==> src/inc/tim_ext_pkg.sv <==
package tim_ext_pkg;
  localparam int CNT_W   = 16;
  localparam int NCH     = 4;
  localparam int ADDR_W  = 8;
  localparam int DATA_W  = 32;
  // Register offsets
  localparam logic [ADDR_W-1:0] CONTROL_ONE_OFS    = 8'h00;
  localparam logic [ADDR_W-1:0] SLAVE_CONTROL_OFS  = 8'h08;
  localparam logic [ADDR_W-1:0] IRQ_DMA_ENABLE_OFS = 8'h0C;
  localparam logic [ADDR_W-1:0] FLAG_OFS           = 8'h10;
  localparam logic [ADDR_W-1:0] EVENT_TRIGGER_OFS  = 8'h14;
  localparam logic [ADDR_W-1:0] CH_MODE_OFS        = 8'h18;
  localparam logic [ADDR_W-1:0] CH_ENABLE_POL_OFS  = 8'h20;
  localparam logic [ADDR_W-1:0] COUNT_OFS          = 8'h24;
  localparam logic [ADDR_W-1:0] WRAP_OFS           = 8'h2C;
  localparam logic [ADDR_W-1:0] COMPARE0_OFS       = 8'h34;
  // Control one fields
  localparam int RUN_POS = 0;
  localparam int SHOT_POS = 3;
  localparam int DIR_POS = 4;
  localparam int WPRE_POS = 7;
  // Slave control fields
  localparam int SMODE_POS = 0;
  localparam int TSRC_POS  = 4;
  localparam int PRELOAD_CTRL_POS = 8;
  // Flag / enable fields
  localparam int PHASE_POS = 5;
  localparam int DMA_PHASE_POS = 13;
  // Event trigger fields
  localparam int FUPD_POS = 0;
  localparam int PHASE_EV_POS = 5;
  // Channel mode: per channel byte: [1:0] map, [2] fast, [3] cmp preload, [6:4] mode
  localparam int CH_STRIDE = 8;
  // Channel enable/polarity: per channel nibble: [0] en, [1] pol, [2] comp en
  localparam int EP_STRIDE = 4;
  // Codes
  localparam logic [2:0] SM_ENC_SECOND = 3'b001;
  localparam logic [2:0] SM_ENC_FIRST  = 3'b010;
  localparam logic [2:0] SM_ENC_BOTH   = 3'b011;
  localparam logic [2:0] SM_TRIGGER    = 3'b110;
  localparam logic [2:0] TS_SECOND     = 3'b110;
  localparam logic [2:0] TS_FIRST      = 3'b101;
  localparam logic [1:0] MAP_OWN_PIN   = 2'b01;
  localparam logic [2:0] OM_PWM1       = 3'b110;
  localparam logic [2:0] OM_PWM2       = 3'b111;
  // Reset values
  localparam logic [CNT_W-1:0] WRAP_RST = 16'hFFFF;

  typedef struct packed {
    logic [2:0] output_mode_field;
    logic       main_output_enable;
    logic       complementary_output_enable;
  } chan_cfg_t;

  typedef struct packed {
    logic step;
    logic down;
  } enc_step_t;
endpackage

==> src/design/input_conditioner.sv <==
`timescale 1ns/1ps
module input_conditioner
  import tim_ext_pkg::*;
(
  input  wire logic sys_clk,
  input  wire logic rst,
  input  wire logic pin,
  input  wire logic invert,
  output logic      level,
  output logic      rise,
  output logic      fall
);
  logic meta_q;
  logic sync_q;
  logic level_q;

  // Two-stage synchroniser; first stage feeds only the second
  always_ff @(posedge sys_clk) begin
    if (rst) begin
      meta_q <= 1'b0;
      sync_q <= 1'b0;
    end else begin
      meta_q <= pin;
      sync_q <= meta_q;
    end
  end

  // Polarity applied after sync, no filter so level tracks pin
  always_ff @(posedge sys_clk) begin
    if (rst) level_q <= 1'b0;
    else     level_q <= sync_q ^ invert;
  end

  assign level = level_q;
  assign rise  = (sync_q ^ invert) & ~level_q;
  assign fall  = ~(sync_q ^ invert) & level_q;
endmodule // input_conditioner

==> src/design/quad_decoder.sv <==
`timescale 1ns/1ps
module quad_decoder
  import tim_ext_pkg::*;
(
  input  wire logic       first_lvl,
  input  wire logic       first_rise,
  input  wire logic       first_fall,
  input  wire logic       second_lvl,
  input  wire logic       second_rise,
  input  wire logic       second_fall,
  input  wire logic [2:0] mode,
  output enc_step_t       result,
  output logic            any_edge
);
  logic use_first;
  logic use_second;
  logic first_down;
  logic second_down;

  // Counting selection per encoder mode code
  assign use_first  = (mode == SM_ENC_FIRST) || (mode == SM_ENC_BOTH);
  assign use_second = (mode == SM_ENC_SECOND) || (mode == SM_ENC_BOTH);

  // Direction table, opposite level decides
  assign first_down  = first_rise ? second_lvl : ~second_lvl;
  assign second_down = second_rise ? ~first_lvl : first_lvl;

  // Edges assumed separated; first input wins if both arrive together
  assign any_edge = first_rise | first_fall | second_rise | second_fall;

  always_comb begin
    result = '0;
    if (first_rise | first_fall) begin
      result.down = first_down;
      result.step = use_first;
    end else if (second_rise | second_fall) begin
      result.down = second_down;
      result.step = use_second;
    end
  end
endmodule // quad_decoder

==> src/design/tim_ext_core.sv <==
`timescale 1ns/1ps
// Operation
// - Preloaded channel config copied together on event
// - Event from software bit or trigger rise
// - Event sets flag, irq and dma requests
// - Single-shot stops counter at update event, but not on forced update or in encoder mode
// - Trigger edge sets run bit in trigger mode
// - Delay is compare, length wrap minus compare plus one
// - Mode 111 rises at match, falls at wrap
// - Fast enable forces match level on trigger
// - Codes select second input, trigger mode, mapping
// - Encoder codes select which inputs count
// - Polarity bit inverts each encoder input
// - Encoder steps per valid edge while running
// - Direction updated on every input edge
// - Encoder counts between zero and wrap limit
// - Compare logic keeps working in encoder mode
// - First input edge direction table
// - Second input edge direction table
module tim_ext_core
  import tim_ext_pkg::*;
(
  input  wire logic              sys_clk,
  input  wire logic              rst,
  input  wire logic [ADDR_W-1:0] addr,
  input  wire logic [DATA_W-1:0] wdata,
  input  wire logic              wr_en,
  input  wire logic              rd_en,
  output logic      [DATA_W-1:0] rdata,
  input  wire logic              first_timer_pin,
  input  wire logic              second_timer_pin,
  output logic      [NCH-1:0]    reference_output,
  output logic      [NCH-1:0]    main_output,
  output logic      [NCH-1:0]    complementary_output,
  output logic                   phase_switch_irq,
  output logic                   phase_switch_dma_req,
  output logic      [CNT_W-1:0]  count_value
);
  // Software registers
  logic             counter_run_bit_q;
  logic             single_shot_bit_q;
  logic             dir_q;
  logic             wrap_preload_enable_q;
  logic [2:0]       slave_behaviour_sel_q;
  logic [2:0]       trigger_source_sel_q;
  logic             cfg_preload_q;
  logic             phase_switch_irq_enable_q;
  logic             phase_switch_dma_enable_q;
  logic             phase_switch_flag_q;
  logic [1:0]       input_map_select_q [NCH];
  logic [NCH-1:0]   fast_output_enable_q;
  logic [NCH-1:0]   compare_preload_enable_q;
  logic [NCH-1:0]   out_polarity_q;
  chan_cfg_t        cfg_pre_q [NCH];
  chan_cfg_t        cfg_act_q [NCH];
  logic [CNT_W-1:0] wrap_pre_q;
  logic [CNT_W-1:0] wrap_act_q;
  logic [CNT_W-1:0] cmp_pre_q [NCH];
  logic [CNT_W-1:0] cmp_act_q [NCH];
  logic [CNT_W-1:0] cnt_q;
  logic [NCH-1:0]   ref_q;
  logic [DATA_W-1:0] rdata_q;
  logic             trig_lvl_q;

  // Conditioned inputs
  logic first_lvl, first_rise, first_fall;
  logic second_lvl, second_rise, second_fall;
  enc_step_t enc;
  logic enc_edge;

  input_conditioner u_first (
    .sys_clk (sys_clk),
    .rst     (rst),
    .pin     (first_timer_pin),
    .invert  (out_polarity_q[0]),
    .level   (first_lvl),
    .rise    (first_rise),
    .fall    (first_fall)
  );

  input_conditioner u_second (
    .sys_clk (sys_clk),
    .rst     (rst),
    .pin     (second_timer_pin),
    .invert  (out_polarity_q[1]),
    .level   (second_lvl),
    .rise    (second_rise),
    .fall    (second_fall)
  );

  quad_decoder u_dec (
    .first_lvl   (first_lvl),
    .first_rise  (first_rise),
    .first_fall  (first_fall),
    .second_lvl  (second_lvl),
    .second_rise (second_rise),
    .second_fall (second_fall),
    .mode        (slave_behaviour_sel_q),
    .result      (enc),
    .any_edge    (enc_edge)
  );

  // Decode
  logic wr_ctl, wr_smc, wr_ier, wr_flag, wr_evt, wr_mode, wr_ep, wr_cnt, wr_wrap;
  logic [NCH-1:0] wr_cmp;
  assign wr_ctl  = wr_en && addr == CONTROL_ONE_OFS;
  assign wr_smc  = wr_en && addr == SLAVE_CONTROL_OFS;
  assign wr_ier  = wr_en && addr == IRQ_DMA_ENABLE_OFS;
  assign wr_flag = wr_en && addr == FLAG_OFS;
  assign wr_evt  = wr_en && addr == EVENT_TRIGGER_OFS;
  assign wr_mode = wr_en && addr == CH_MODE_OFS;
  assign wr_ep   = wr_en && addr == CH_ENABLE_POL_OFS;
  assign wr_cnt  = wr_en && addr == COUNT_OFS;
  assign wr_wrap = wr_en && addr == WRAP_OFS;

  logic encoder_mode, trigger_mode;
  assign encoder_mode = slave_behaviour_sel_q == SM_ENC_SECOND ||
                        slave_behaviour_sel_q == SM_ENC_FIRST ||
                        slave_behaviour_sel_q == SM_ENC_BOTH;
  assign trigger_mode = slave_behaviour_sel_q == SM_TRIGGER;

  // Slave trigger choice; synchronised inputs only map when own pin selected
  logic slave_trigger_in, trig_edge;
  always_comb begin
    slave_trigger_in = 1'b0;
    case (trigger_source_sel_q)
      TS_SECOND: slave_trigger_in = (input_map_select_q[1] == MAP_OWN_PIN) & second_lvl;
      TS_FIRST:  slave_trigger_in = (input_map_select_q[0] == MAP_OWN_PIN) & first_lvl;
      default:   slave_trigger_in = 1'b0;
    endcase
  end

  always_ff @(posedge sys_clk) begin
    if (rst) trig_lvl_q <= 1'b0;
    else     trig_lvl_q <= slave_trigger_in;
  end
  assign trig_edge = slave_trigger_in & ~trig_lvl_q;

  // Events
  logic force_update, phase_switch_event, update_event, trig_start;
  assign force_update       = wr_evt && wdata[FUPD_POS];
  assign phase_switch_event = (wr_evt && wdata[PHASE_EV_POS]) || trig_edge;
  assign trig_start         = trigger_mode && trig_edge;

  // Rollover detection, both directions
  logic at_top, at_zero, enc_step;
  assign at_top   = cnt_q >= wrap_act_q;
  assign at_zero  = cnt_q == '0;
  assign enc_step = encoder_mode && counter_run_bit_q && enc.step;
  logic cnt_tick;
  assign cnt_tick = encoder_mode ? enc_step : counter_run_bit_q;
  logic tick_down;
  assign tick_down = encoder_mode ? enc.down : dir_q;
  assign update_event = force_update ||
                        (cnt_tick && (tick_down ? at_zero : at_top));

  // Counter; wraps between zero and the limit either way
  always_ff @(posedge sys_clk) begin
    if (rst) begin
      cnt_q <= '0;
    end else if (wr_cnt) begin
      cnt_q <= wdata[CNT_W-1:0];
    end else if (force_update) begin
      cnt_q <= tick_down ? wrap_act_q : '0;
    end else if (cnt_tick) begin
      if (tick_down) cnt_q <= at_zero ? wrap_act_q : cnt_q - 16'h0001;
      else           cnt_q <= at_top ? '0 : cnt_q + 16'h0001;
    end
  end

  // Run bit: set by software or trigger, cleared at rollover update in single shot, except in encoder mode
  always_ff @(posedge sys_clk) begin
    if (rst) begin
      counter_run_bit_q <= 1'b0;
    end else if (trig_start) begin
      counter_run_bit_q <= 1'b1;
    end else if (single_shot_bit_q && update_event && !force_update && !encoder_mode) begin
      counter_run_bit_q <= 1'b0;
    end else if (wr_ctl) begin
      counter_run_bit_q <= wdata[RUN_POS];
    end
  end

  // Other control one bits; direction owned by hardware in encoder mode
  always_ff @(posedge sys_clk) begin
    if (rst) begin
      single_shot_bit_q     <= 1'b0;
      dir_q                 <= 1'b0;
      wrap_preload_enable_q <= 1'b0;
    end else begin
      if (wr_ctl) begin
        single_shot_bit_q     <= wdata[SHOT_POS];
        wrap_preload_enable_q <= wdata[WPRE_POS];
      end
      if (encoder_mode && enc_edge) dir_q <= enc.down;
      else if (wr_ctl && !encoder_mode) dir_q <= wdata[DIR_POS];
    end
  end

  // Slave control and enables
  always_ff @(posedge sys_clk) begin
    if (rst) begin
      slave_behaviour_sel_q     <= '0;
      trigger_source_sel_q      <= '0;
      cfg_preload_q             <= 1'b0;
      phase_switch_irq_enable_q <= 1'b0;
      phase_switch_dma_enable_q <= 1'b0;
    end else begin
      if (wr_smc) begin
        slave_behaviour_sel_q <= wdata[SMODE_POS +: 3];
        trigger_source_sel_q  <= wdata[TSRC_POS +: 3];
        cfg_preload_q         <= wdata[PRELOAD_CTRL_POS];
      end
      if (wr_ier) begin
        phase_switch_irq_enable_q <= wdata[PHASE_POS];
        phase_switch_dma_enable_q <= wdata[DMA_PHASE_POS];
      end
    end
  end

  // Flag: set wins over software clear-by-zero
  always_ff @(posedge sys_clk) begin
    if (rst) phase_switch_flag_q <= 1'b0;
    else if (phase_switch_event) phase_switch_flag_q <= 1'b1;
    else if (wr_flag && !wdata[PHASE_POS]) phase_switch_flag_q <= 1'b0;
  end
  assign phase_switch_irq     = phase_switch_flag_q & phase_switch_irq_enable_q;
  assign phase_switch_dma_req = phase_switch_event & phase_switch_dma_enable_q;

  // Wrap limit with optional preload
  always_ff @(posedge sys_clk) begin
    if (rst) begin
      wrap_pre_q <= WRAP_RST;
      wrap_act_q <= WRAP_RST;
    end else begin
      if (wr_wrap) wrap_pre_q <= wdata[CNT_W-1:0];
      if (wr_wrap && !wrap_preload_enable_q) wrap_act_q <= wdata[CNT_W-1:0];
      else if (update_event) wrap_act_q <= wrap_pre_q;
    end
  end

  // Per channel state
  genvar g;
  generate
    for (g = 0; g < NCH; g++) begin : g_ch
      logic wr_c;
      logic match, pwm, fast_hit;
      logic forced_q;
      assign wr_c = wr_en && addr == COMPARE0_OFS + 8'(4 * g);
      assign wr_cmp[g] = wr_c;

      // Config preload; shadow moves only on event when preloaded
      always_ff @(posedge sys_clk) begin
        if (rst) begin
          cfg_pre_q[g] <= '0;
          cfg_act_q[g] <= '0;
          input_map_select_q[g]       <= '0;
          fast_output_enable_q[g]     <= 1'b0;
          compare_preload_enable_q[g] <= 1'b0;
          out_polarity_q[g]           <= 1'b0;
        end else begin
          if (wr_mode) begin
            input_map_select_q[g]        <= wdata[g*CH_STRIDE +: 2];
            fast_output_enable_q[g]      <= wdata[g*CH_STRIDE + 2];
            compare_preload_enable_q[g]  <= wdata[g*CH_STRIDE + 3];
            cfg_pre_q[g].output_mode_field <= wdata[g*CH_STRIDE + 4 +: 3];
          end
          if (wr_ep) begin
            cfg_pre_q[g].main_output_enable          <= wdata[g*EP_STRIDE];
            out_polarity_q[g]                        <= wdata[g*EP_STRIDE + 1];
            cfg_pre_q[g].complementary_output_enable <= wdata[g*EP_STRIDE + 2];
          end
          if (!cfg_preload_q) cfg_act_q[g] <= cfg_pre_q[g];
          else if (phase_switch_event) cfg_act_q[g] <= cfg_pre_q[g];
        end
      end

      // Compare value with optional preload
      always_ff @(posedge sys_clk) begin
        if (rst) begin
          cmp_pre_q[g] <= '0;
          cmp_act_q[g] <= '0;
        end else begin
          if (wr_c) cmp_pre_q[g] <= wdata[CNT_W-1:0];
          if (wr_c && !compare_preload_enable_q[g]) cmp_act_q[g] <= wdata[CNT_W-1:0];
          else if (update_event) cmp_act_q[g] <= cmp_pre_q[g];
        end
      end

      // Reference output; compare path runs in every slave mode
      assign pwm   = cfg_act_q[g].output_mode_field == OM_PWM1 ||
                     cfg_act_q[g].output_mode_field == OM_PWM2;
      assign match = cnt_q >= cmp_act_q[g];
      assign fast_hit = fast_output_enable_q[g] && pwm && trig_start;

      // Forced level holds until the update ends the pulse, not one tick
      always_ff @(posedge sys_clk) begin
        if (rst) forced_q <= 1'b0;
        else if (fast_hit) forced_q <= 1'b1;
        else if (update_event) forced_q <= 1'b0;
      end
      always_ff @(posedge sys_clk) begin
        if (rst) begin
          ref_q[g] <= 1'b0;
        end else if (fast_hit) begin
          ref_q[g] <= cfg_act_q[g].output_mode_field == OM_PWM2;
        end else begin
          case (cfg_act_q[g].output_mode_field)
            OM_PWM2: ref_q[g] <= match | forced_q;
            OM_PWM1: ref_q[g] <= ~(match | forced_q);
            default: ref_q[g] <= 1'b0;
          endcase
        end
      end

      assign reference_output[g]     = ref_q[g];
      assign main_output[g]          = cfg_act_q[g].main_output_enable &
                                       (ref_q[g] ^ out_polarity_q[g]);
      assign complementary_output[g] = cfg_act_q[g].complementary_output_enable & ~ref_q[g];
    end
  endgenerate

  // Read mux, data one cycle later
  always_ff @(posedge sys_clk) begin
    if (rst) begin
      rdata_q <= '0;
    end else if (rd_en) begin
      rdata_q <= '0;
      case (addr)
        CONTROL_ONE_OFS: begin
          rdata_q[RUN_POS]  <= counter_run_bit_q;
          rdata_q[SHOT_POS] <= single_shot_bit_q;
          rdata_q[DIR_POS]  <= dir_q;
          rdata_q[WPRE_POS] <= wrap_preload_enable_q;
        end
        SLAVE_CONTROL_OFS: begin
          rdata_q[SMODE_POS +: 3]   <= slave_behaviour_sel_q;
          rdata_q[TSRC_POS +: 3]    <= trigger_source_sel_q;
          rdata_q[PRELOAD_CTRL_POS] <= cfg_preload_q;
        end
        IRQ_DMA_ENABLE_OFS: begin
          rdata_q[PHASE_POS]     <= phase_switch_irq_enable_q;
          rdata_q[DMA_PHASE_POS] <= phase_switch_dma_enable_q;
        end
        FLAG_OFS:  rdata_q[PHASE_POS] <= phase_switch_flag_q;
        COUNT_OFS: rdata_q[CNT_W-1:0] <= cnt_q;
        WRAP_OFS:  rdata_q[CNT_W-1:0] <= wrap_pre_q;
        default:   rdata_q <= '0;
      endcase
    end else begin
      rdata_q <= '0;
    end
  end

  assign rdata       = rdata_q;
  assign count_value = cnt_q;
endmodule // tim_ext_core

==> config.mk <==
export PLATFORM = sky130hd
export DESIGN_NAME = tim_ext_core
export DESIGN_NICKNAME = d
export VERILOG_FILES = /design/src/inc/tim_ext_pkg.sv /design/src/design/input_conditioner.sv /design/src/design/quad_decoder.sv /design/src/design/tim_ext_core.sv
export SDC_FILE = /design/constraint.sdc
export NUM_CORES = 1
export LEC_CHECK = 0
export BUFFER_PORTS_ARGS = -buffer_cell sky130_fd_sc_hd__buf_2
export CAP_MARGIN = 20
export CELL_PAD_IN_SITES_DETAIL_PLACEMENT = 1
export CELL_PAD_IN_SITES_GLOBAL_PLACEMENT = 2
export CORE_UTILIZATION = 42
export DETAILED_ROUTE_END_ITERATION = 12
export HOLD_SLACK_MARGIN = 0.15
export PLACE_DENSITY = 0.82
export SETUP_SLACK_MARGIN = 0.02
export SYNTH_ARGS = -nofsm -noshare
export SYNTH_HDL_FRONTEND = slang
export SYNTH_SLANG_ARGS = --single-unit
==> constraint.sdc <==
create_clock -name sys_clk -period 9.9 [get_ports sys_clk]
set_input_delay 0.99 -clock sys_clk [delete_from_list [all_inputs] [get_ports sys_clk]]
set_output_delay 0.99 -clock sys_clk [all_outputs]
set_load 0.03 [all_outputs]
==> results of run 1 <==
layout make-up:
cell class / instances / area (um2) / share of cell area
clock buffer: 41 / 917.1 / 0.05644
clock inverter: 20 / 230.2 / 0.01417
inverter: 91 / 341.6 / 0.02102
multi-input combinational: 961 / 6252 / 0.3848
sequential: 277 / 7267 / 0.4472
tap: 448 / 560.5 / 0.03450
timing repair buffer: 118 / 680.7 / 0.04189
stage by stage:
step | setup slack (ns) | power, W | cells | hold WS [ns] | utilization
2_1_floorplan | 6.358 | 0.001369 | 1434 | 0.4138 | -
3_3_place_gp | 5.498 | 0.001414 | 1892 | 0.4210 | 0.4506
3_5_place_dp | 5.527 | 0.001419 | 1892 | 0.4316 | 0.4506
4_1_cts | 5.500 | 0.002686 | 1953 | 0.4456 | 0.4849
5_1_grt | 5.170 | 0.002744 | 1956 | 0.4602 | 0.4858
6_report | 5.438 | 0.002669 | 1956 | 0.4407 | 0.4858
Yosys cell counts, types with 25 or more instances:
master and n:
edfxtp_1 172, nand2_1 146, and2_1 115, dfxtp_1 105
inv_1 91, ha_1 86, nor2_1 80, a21oi_1 79
clkbuf_1 74, nand3_1 73, a22o_1 49, nor3_1 25
registers in the layout (all words and copies together), names as in the netlist, 3 cells and up:
signal                    cells
cmp_act_q                    64
cmp_pre_q                    64
cfg_act_q                    20
cfg_pre_q                    20
count_value                  16
rdata                        16
wrap_act_q                   16
wrap_pre_q                   16
compare_preload_enable_q      4
fast_output_enable_q          4
g_ch.forced_q                 4
input_map_select_q            4
out_polarity_q                4
reference_output              4
slave_behaviour_sel_q         3
trigger_source_sel_q          3
kinds of logic (layout without fill, tap and decap cells):
kind of cell | count (synthesis) | in the layout
compound gates | 281 | 281
xor+xnor | 31 | 31
fa+ha+maj | 86 | 86
buf+inv | 196 | 270
flops | 277 | 277
mux | 16 | 16
other cells | 1 | 16
simple gates | 531 | 531
cell usage in the layout, fill, tap and decap left out, types with 6 or more instances in the layout:
cell / count
mux2i_1: 12
conb_1: 16
a211oi_1: 7
nor2b_1: 19
a21oi_1: 79
nand2b_1: 9
nand2_1: 146
a21o_1: 11
clkbuf_16: 34
nand3_1: 73
nand4_1: 18
and2_1: 115
a22oi_1: 17
dfxtp_1: 105
clkinv_2: 6
o32ai_1: 7
a221oi_1: 11
o21ai_0: 21
o211ai_1: 8
inv_1: 91
nor2_1: 80
xnor2_1: 16
ha_1: 86
xor2_1: 15
buf_2: 85
a22o_1: 49
o221ai_1: 11
buf_4: 31
edfxtp_1: 172
nor4_1: 6
nor3_1: 24
a31oi_1: 22
path summary, 6_finish.rpt:
kind	startpoint	end	slack, ns	cells past startpoint
max reg2reg	count_value[0]	cmp_act_q[2][8]	5.44	9
min reg2reg	u_first.meta_q	u_first.sync_q	0.44	1
max	count_value[0]	cmp_act_q[2][8]	5.44	9
min	u_first.meta_q	u_first.sync_q	0.44	1
power groups by stage:
stage | Clock, W | Sequential (W) | Combinational, W
3_3_place_gp | 0 | 0.00129 | 0.000122
6_report | 0.00127 | 0.00127 | 0.000127
3_5_place_dp | 0 | 0.00129 | 0.000125
4_1_cts | 0.00129 | 0.00127 | 0.000126
5_1_grt | 0.00133 | 0.00127 | 0.000136
2_1_floorplan | 0 | 0.00129 | 0.0000775
metal layers:
layer  up-vias  routed length (um)  share of wire
met5         -                   0              0
met4         0                1819          0.039
met3        96                1782          0.039
met2       275               23170           0.50
met1      5715               19320           0.42
li1       5182                   -              -
==> flow_metrics.py, run 1 <==
metrics = {
    "logic_synthesis": {
        "syn_avg_cell_area_um2": 10.05,
        "yosysTopAreaCellShare": 0.3621,
        "synth_fa_ha_area_frac": 0.07544,
        "synth_mux_area_frac": 0.01158,
        "synth_edf_count": 172,
        "synth_compound_area_frac": 0.1363,
        "synth_xor_area_frac": 0.01904,
        "synth_area_um2": 14260,
        "synthDistinctLibCells": 68,
        "syn_inst": 1419,
        "async_flop_share": 0,
        "yosysTopAreaCell": "edfxtp_1",
        "synth_top_family_by_area": "simple AND/OR/NAND/NOR gates",
        "ys_ff_latch": 277,
        "synthSimpleGateAreaFrac": 0.1903,
        "synth_ff_type": "edfxtp_1",
        "ys_warn_count": 0,
        "synth_area_leaders": "edfxtp_1 36%, dfxtp_1 15%, ha_1 7.5%, and2_1 5.0%, nand2_1 3.8%",
        "synth-seq-area-share": 0.5095,
    },
    "die": {
        "core_um2": 33450,
        "pin_count": 108,
        "dieHeight_um": 186.3,
        "die_x_um": 186.3,
        "die_area_um2": 34700,
        "start_util": 0.4264,
        "rows": 67,
    },
    "placed_design": {
        "gp_congestion": 0.8199,
        "port_buffers": 85,
        "dpl_cell_area_um2": 15070,
        "dp_hpwl_um": 30140,
    },
    "power_and_ir_drop": {
        "ir_worst_vdd_uv": 100.9,
        "power.density_nw_per_um2": 164.2,
        "pwr-share-clk": 0.477,
        "p_sw_w": 0.0006085,
        "p_sw_frac": 0.2280,
        "leakage_nw": 6.899,
        "seq_power_share": 0.476,
        "pwr-share-comb": 0.048,
        "internal_power_w": 0.002060,
    },
    "final_layout": {
        "stdcell_area_um2": 16250,
        "fillers": 3678,
        "nets": 1615,
        "synthToLayoutAreaGrowth_pct": 13.92,
        "n_antenna_cell": 0,
        "drive_gt1_frac": 0.1286,
    },
    "critical_path": {
        "crit_top_cell": "o21a_1",
        "worstPathMaxFanout": 16,
        "slowest_stage": "dfxtp_1",
        "cp.arrival_ns": 4.50,
        "path_class": "reg2reg",
        "cpPeakStageDelay_ns": 0.69,
        "critical_path.top_delay_family": "compound AO/OA/AOI/OAI gates",
        "worstPathRequired_ns": 9.94,
        "path_cells": "inv_1 -> ha_1 -> nand2b_1 -> a2111oi_0 -> o21a_1 -> o21a_1 -> o21a_1 -> buf_4 -> nand3_1",
        "worstSetupStartpointType": "register",
        "end_kind": "register",
        "crit_buf_inv": 2,
    },
    "sta": {
        "slew_violations": 0,
        "worst_pin_slew_ns": 1.060,
        "rsz0062_at_grt": "no",
        "slew_headroom": 0.2880,
        "period_share": 0.4507,
        "hold_viol_final": 0,
        "final.setup.tns_ns": 0,
        "fmaxAchievable_ghz": 0.2241,
        "setup_viol_count_final": 0,
        "min_period_ns": 4.462,
        "fin_skew_ns": 0.01137,
    },
    "drt": {
        "drt_pass1_iterations": 4,
        "wl_per_cell_um": 23.56,
        "viasPerCell": 5.761,
        "wirelength_um": 46090,
        "drtIter0Drc": 634,
        "vias": 11270,
        "detail-route-antenna-nets": 0,
        "drc": 0,
    },
    "grt": {
        "grt_pass1_wl_um": 68760,
        "grt_max_degree": 49,
        "grtUsageTotal": 0.2703,
        "antenna_found_initial": 0,
        "grt.met1_usage": 0.3304,
        "met3_usage": 0.02979,
        "grt_pass1_vias": 11470,
        "grt_overflow_total": 0,
        "grt-busiest-layer": "met2",
        "use_met2": 0.4830,
    },
    "cts": {
        "clk_latency_ns": 0.52,
        "ctsHtreeMaxLevel": 2,
        "numCtsBuffers": 34,
        "hold_buffers": 0,
        "post_cts_resized": 0,
        "cts_buffer_depth": 3,
        "cts_tree": "yes",
        "cts.sinks": 277,
        "clkSlewWorstSetupHoldPaths_ns": 0.06,
        "cts_setup_buffers": 0,
        "cts_root_buf": "clkbuf_16",
    },
    "run_status": {
        "outcome": "finished, final reports clean",
    },
    "run": {
        "maxCapViolCount": 0,
    },
    "min_path": {
        "min_path_type": "reg2reg",
    },
}
Note: power is estimated with default switching activity, not from simulation.
==> run 2: changes to the inputs <==
--- a/config.mk
+++ b/config.mk
@@ -9,10 +9,10 @@
 export CAP_MARGIN = 20
 export CELL_PAD_IN_SITES_DETAIL_PLACEMENT = 1
 export CELL_PAD_IN_SITES_GLOBAL_PLACEMENT = 2
-export CORE_UTILIZATION = 42
+export CORE_UTILIZATION = 39
 export DETAILED_ROUTE_END_ITERATION = 12
 export HOLD_SLACK_MARGIN = 0.15
-export PLACE_DENSITY = 0.82
+export PLACE_DENSITY = 0.76
 export SETUP_SLACK_MARGIN = 0.02
 export SYNTH_ARGS = -nofsm -noshare
 export SYNTH_HDL_FRONTEND = slang
==> constraint.sdc (replaced) <==
create_clock -name sys_clk -period 4.16 [get_ports sys_clk]
set_input_delay 0.416 -clock sys_clk [delete_from_list [all_inputs] [get_ports sys_clk]]
set_output_delay 0.416 -clock sys_clk [all_outputs]
set_load 0.03 [all_outputs]
==> flow_metrics.py, run 2 (same netlist as run 1, synthesis figures left out) <==
metrics = {
    "sta": {
        "period_share": 0.8930,
        "rsz0062_at_grt": "no",
        "fmaxAchievable_ghz": 0.2692,
        "slew_violations": 0,
        "setup_viol_count_final": 0,
        "final.setup.tns_ns": 0,
        "whs_ns": 0.1778,
        "fin_skew_ns": 0.02156,
        "worst_pin_slew_ns": 1.058,
        "slew_headroom": 0.2940,
        "hold_viol_final": 0,
        "min_period_ns": 3.715,
        "worst_slack_ns": 0.4453,
    },
    "final_layout": {
        "fillers": 4002,
        "layout_common_cells": "172 x edfxtp_1, 146 x nand2_1, 115 x and2_1, 105 x dfxtp_1, 91 x inv_1",
        "synthToLayoutAreaGrowth_pct": 14.86,
        "mostFrequentLayoutCell": "edfxtp_1",
        "drive_gt1_frac": 0.1366,
        "n_antenna_cell": 0,
        "final-seq-area_um2": 7267,
        "final_util": 0.4584,
        "multi_input_area_um2": 6252,
        "largestRegisters": "cmp_act_q x64, cmp_pre_q x64",
        "stdcell_area_um2": 16380,
        "nets": 1638,
    },
    "grt": {
        "met3_usage": 0.04324,
        "use_met2": 0.4461,
        "antenna_found_initial": 2,
        "grt_max_degree": 40,
        "grtUsageTotal": 0.2600,
        "grt_pass1_vias": 11590,
        "grt-busiest-layer": "met2",
        "grt_overflow_total": 0,
        "grt.met1_usage": 0.3238,
        "grt_pass1_wl_um": 72600,
    },
    "die": {
        "pin_count": 108,
        "dieHeight_um": 193.2,
        "rows": 69,
        "start_util": 0.3991,
        "core_um2": 35740,
        "die_area_um2": 37340,
        "die_x_um": 193.2,
    },
    "drt": {
        "viasPerCell": 5.650,
        "drc": 1,
        "drtIter0Drc": 700,
        "detail-route-antenna-nets": 0,
        "drt_pass1_iterations": 11,
        "wirelength_um": 48190,
        "vias": 11250,
        "wl_per_cell_um": 24.20,
    },
    "cts": {
        "post_cts_resized": 0,
        "cts.sinks": 277,
        "cts_buffer_depth": 3,
        "hold_buffers": 4,
        "ctsHtreeMaxLevel": 2,
        "cts_setup_buffers": 0,
        "clkSlewWorstSetupHoldPaths_ns": 0.06,
        "cts_tree": "yes",
        "cts_root_buf": "clkbuf_16",
        "clk_latency_ns": 0.52,
        "numCtsBuffers": 34,
    },
    "critical_path": {
        "cp.arrival_ns": 3.80,
        "path_class": "reg2reg",
        "path_cells": "inv_1 -> ha_1 -> nand2b_1 -> a2111oi_0 -> o21a_1 -> o21a_1 -> o21a_1 -> nand2b_1",
        "critical_path.top_delay_family": "compound AO/OA/AOI/OAI gates",
        "slowest_stage": "o21a_1",
        "end_kind": "register",
        "path_depth": 8,
        "r2r_cells": 8,
        "worstPathMaxFanout": 16,
        "worstPathRequired_ns": 4.25,
        "worstSetupStartpointType": "register",
        "crit_top_cell": "o21a_1",
        "cpPeakStageDelay_ns": 0.66,
        "crit_buf_inv": 1,
    },
    "power_and_ir_drop": {
        "pwr-share-clk": 0.465,
        "pwr-share-comb": 0.050,
        "power.density_nw_per_um2": 380.6,
        "internal_power_w": 0.004814,
        "seq_power_share": 0.485,
        "ir_worst_vdd_uv": 247.1,
        "p_sw_w": 0.001421,
        "leakage_nw": 6.982,
        "p_sw_frac": 0.2279,
    },
    "placed_design": {
        "place_ws_ns": 0.4992,
        "gp_congestion": 0.8966,
        "dp_hpwl_um": 33030,
        "dpl_cell_area_um2": 15250,
        "port_buffers": 85,
    },
    "run_status": {
        "violations": "design-rule violations",
        "outcome": "finished with violations",
    },
    "min_path": {
        "hold_depth": 3,
        "min_path_type": "in2reg",
    },
    "run": {
        "maxCapViolCount": 0,
    },
}
==> run 2: changes by cell type in the layout (fill, tap and decap cells not counted), moves of 2 or more <==
cell / before / now
inv_6: 3 / 1
clkbuf_1: 3 / 7
buf_4: 31 / 51
bufinv_16: 4 / 2
dlygate4sd3_1: 0 / 4
clkinv_2: 6 / 8
==> run 2: final timing paths <==
path	start	to	slack, ns
max	count_value[0]	cmp_act_q[1][8]	0.45
min	wdata[19]	compare_preload_enable_q[2]	0.18
max reg2reg	count_value[0]	cmp_act_q[1][8]	0.45
min reg2reg	u_second.meta_q	u_second.sync_q	0.44
==> run 2: power by group through the flow <==
stage	Clock [W]	Combinational [W]	Sequential, W
floorplan	0	0.000184	0.00307
global placement	0	0.000303	0.00308
detailed placement	0	0.000312	0.00308
CTS	0.00296	0.000316	0.00302
global route	0.00306	0.000340	0.00303
finish	0.00290	0.000315	0.00302
==> run 2: cell type report <==
cell class / instances / share of cell area
clock inverter: 14 / 0.007866
sequential: 277 / 0.4436
clock buffer: 46 / 0.05842
tap: 461 / 0.03521
inverter: 91 / 0.02085
multi-input combinational: 961 / 0.3816
timing repair buffer: 141 / 0.05247
==> run 2: tightest hold or removal path, stage by stage <==
cell and delay [ns]:
buf_2 0.10, mux2i_1 0.07, nor2_1 0.08
==> run 2: through the flow <==
stage	power [W]	std cells
2_1_floorplan	0.003257	1434
3_3_place_gp	0.003379	1926
3_5_place_dp	0.003392	1926
4_1_cts	0.006298	1990
5_1_grt	0.006427	1991
6_report	0.006235	1991
==> run 2: routing by layer <==
metal	share of wire	wire length (um)
met1	0.43	20720
met5	0	0
met4	0.040	1949
met2	0.49	23410
met3	0.044	2115
==> run 3: changes to the inputs <==
--- a/config.mk
+++ b/config.mk
@@ -5,14 +5,13 @@
 export SDC_FILE = /design/constraint.sdc
 export NUM_CORES = 1
 export LEC_CHECK = 0
+export ABC_AREA = 1
 export BUFFER_PORTS_ARGS = -buffer_cell sky130_fd_sc_hd__buf_2
 export CAP_MARGIN = 20
-export CELL_PAD_IN_SITES_DETAIL_PLACEMENT = 1
-export CELL_PAD_IN_SITES_GLOBAL_PLACEMENT = 2
-export CORE_UTILIZATION = 39
+export CORE_UTILIZATION = 45
 export DETAILED_ROUTE_END_ITERATION = 12
 export HOLD_SLACK_MARGIN = 0.15
-export PLACE_DENSITY = 0.76
+export PLACE_DENSITY = 0.59
 export SETUP_SLACK_MARGIN = 0.02
 export SYNTH_ARGS = -nofsm -noshare
 export SYNTH_HDL_FRONTEND = slang
==> flow_metrics.py, run 3 <==
metrics = {
    "die": {
        "rows": 65,
        "dieHeight_um": 182.3,
        "die_x_um": 182.3,
        "start_util": 0.4601,
        "core_um2": 31800,
        "pin_count": 108,
        "die_area_um2": 33240,
    },
    "final_layout": {
        "layout_common_cells": "261 x nand2_1, 241 x inv_1, 222 x nor2_1, 172 x edfxtp_1, 120 x o21ai_0",
        "final-seq-area_um2": 7267,
        "nets": 1934,
        "synthToLayoutAreaGrowth_pct": 13.77,
        "mostFrequentLayoutCell": "nand2_1",
        "drive_gt1_frac": 0.1123,
        "final_util": 0.5234,
        "multi_input_area_um2": 6001,
        "largestRegisters": "cmp_act_q x64, cmp_pre_q x64",
        "finalNonFillerCells": 2262,
        "fillers": 3006,
    },
    "cts": {
        "clkSlewWorstSetupHoldPaths_ns": 0.06,
        "cts.sinks": 277,
        "cts_buffer_depth": 3,
        "clk_latency_ns": 0.57,
        "ctsHtreeMaxLevel": 1,
        "cts_tree": "yes",
        "numCtsBuffers": 30,
        "cts_root_buf": "clkbuf_16",
    },
    "sta": {
        "rsz0062_at_grt": "no",
        "final.setup.tns_ns": 0,
        "fmaxAchievable_ghz": 0.2786,
        "hold_viol_final": 0,
        "fin_skew_ns": 0.01823,
        "slew_violations": 0,
        "period_share": 0.8629,
        "setup_viol_count_final": 0,
        "worst_pin_slew_ns": 1.031,
        "min_period_ns": 3.590,
        "slew_headroom": 0.3074,
    },
    "logic_synthesis": {
        "yosysTopAreaCell": "edfxtp_1",
        "synth_area_leaders": "edfxtp_1 35%, dfxtp_1 14%, ha_1 7.4%, nand2_1 6.7%, inv_1 6.2%",
        "syn_inst": 1702,
        "synthDistinctLibCells": 48,
        "ys_warn_count": 0,
        "synth-seq-area-share": 0.4967,
        "synth_area_um2": 14630,
        "yosysTopAreaCellShare": 0.3530,
        "yosysMostFrequentCell": "nand2_1",
        "synth_commonest_cells": "261 x nand2_1, 242 x inv_1, 222 x nor2_1",
        "synth_ff_type": "edfxtp_1",
        "synth_edf_count": 172,
        "ys_ff_latch": 277,
        "async_flop_share": 0,
        "syn_avg_cell_area_um2": 8.596,
    },
    "placed_design": {
        "gp_congestion": 0.9405,
        "dp_hpwl_um": 30090,
        "port_buffers": 85,
        "placedCellCount": 2184,
    },
    "run_status": {
        "outcome": "finished, final reports clean",
    },
    "critical_path": {
        "worstPathMaxFanout": 27,
        "worstPathRequired_ns": 4.32,
        "worstSetupStartpointType": "register",
        "worstReg2RegEnd": "cmp_act_q[2][9]",
        "path_class": "reg2reg",
        "cp.arrival_ns": 3.75,
        "r2r_setup_slack_ns": 0.57,
        "end_kind": "register",
        "r2r_cells": 16,
        "r2r_start": "out_polarity_q[0]",
    },
    "drt": {
        "drt_pass1_iterations": 6,
        "viasPerCell": 5.360,
        "wl_per_cell_um": 19.40,
        "drc": 0,
        "vias": 12130,
        "wirelength_um": 43890,
        "drtIter0Drc": 1207,
        "detail-route-antenna-nets": 0,
    },
    "grt": {
        "grt_max_degree": 66,
        "grt_pass1_vias": 11320,
        "antenna_found_initial": 0,
        "met3_usage": 0.03552,
        "grt.met1_usage": 0.3667,
        "grt_pass1_wl_um": 66580,
        "grt_overflow_total": 0,
        "grt-busiest-layer": "met2",
        "use_met2": 0.4356,
        "grtUsageTotal": 0.2667,
    },
    "min_path": {
        "min-delay-start": "wdata[21]",
        "holdPathEnd": "cfg_pre_q[2][3]",
        "hold_depth": 3,
        "min_path_type": "in2reg",
    },
    "power_and_ir_drop": {
        "ir_worst_vdd_uv": 282.8,
        "power_w": 0.006119,
        "leakage_nw": 7.627,
        "power.density_nw_per_um2": 367.6,
    },
    "run": {
        "maxCapViolCount": 0,
    },
}
## run 3: cell count changes in the layout (fill, tap and decap cells not counted), sizes merged, moves of 16 or more
cell,delta
a21oi,+17
a22o,-49
a22oi,-16
and2,-117
buf,-22
inv,+162
nand2,+123
nand3,+36
nor2,+147
nor2b,-19
o21ai,+119
o22ai,+16
## run 3: metal layers
layer  vias to the layer above  part of all wire
met5                         -                 0
met4                         0             0.032
met2                       486              0.46
met1                      5693              0.44
li1                       5855                 -
met3                        91             0.069
## run 3: kinds of logic after synthesis
family                   Yosys count  synth area share
adder cells (fa/ha/maj)           86           0.07355
flip-flops                       277            0.4967
XOR/XNOR                          23           0.01377
AO/OA/AOI/OAI                    315            0.1198
AND/OR/NAND/NOR                  659            0.1987
other                              1         0.0002563
buffers and inverters            341           0.09724
## run 3: repair_timing
item	4_1_cts	5_1_grt
hold endpoints to repair	18	0
buffers inserted	0	0
hold buffers	18	0
resized for setup	0	0
## run 3: final cells by class
type	instances	area share
sequential	277	0.4366
clock inverter	12	0.006540
clock buffer	44	0.05457
antenna	1	0.0001503
timing repair buffer	133	0.04991
multi-input combinational	1099	0.3605
tap	435	0.03270
inverter	261	0.05901
## run 3: worst max-delay path by stage
| stage | startpoint | to | depth (start not counted) |
|---|---|---|---|
| after global placement | out_polarity_q[0] | cmp_act_q[2][11] | 16 |
| after detailed placement | out_polarity_q[0] | cmp_act_q[2][11] | 16 |
| after CTS | out_polarity_q[0] | cmp_act_q[2][9] | 16 |
| after floorplan | count_value[0] | cmp_act_q[0][0] | 13 |
| final | out_polarity_q[0] | cmp_act_q[2][9] | 16 |
| after global routing | out_polarity_q[0] | cmp_act_q[2][9] | 16 |
## run 3: power by group
| group | internal (W) | switching, W |
|---|---|---|
| sequential | 0.00300 | 0.0000270 |
| combinational | 0.0000888 | 0.000271 |
| clock | 0.00163 | 0.00110 |
| total | 0.00472 | 0.00140 |
## run 3: stage by stage
stage          hold WS, ns  setup WS, ns  instance area, um2
2_1_floorplan       0.3883         1.451               14690
6_report            0.1612        0.5703               16640
3_5_place_dp        0.3931        0.6393               15420
4_1_cts             0.1532        0.6139               16620
3_3_place_gp        0.3923        0.7238               15420
5_1_grt             0.1753        0.2977               16640
## run 3: worst max-delay path: stages, from the launching register on
cell,delay (ns)
dfxtp_1,0.35
inv_1,0.08
or2_2,0.29
nand2_1,0.09
ha_1,0.25
inv_1,0.10
nor2_1,0.06
nand3_1,0.06
nand2_1,0.07
nand2_1,0.08
nand2_2,0.23
nor2_1,0.26
nand2_1,0.15
nand3_2,0.12
nand2_4,0.22
inv_2,0.29
nand2_1,0.45
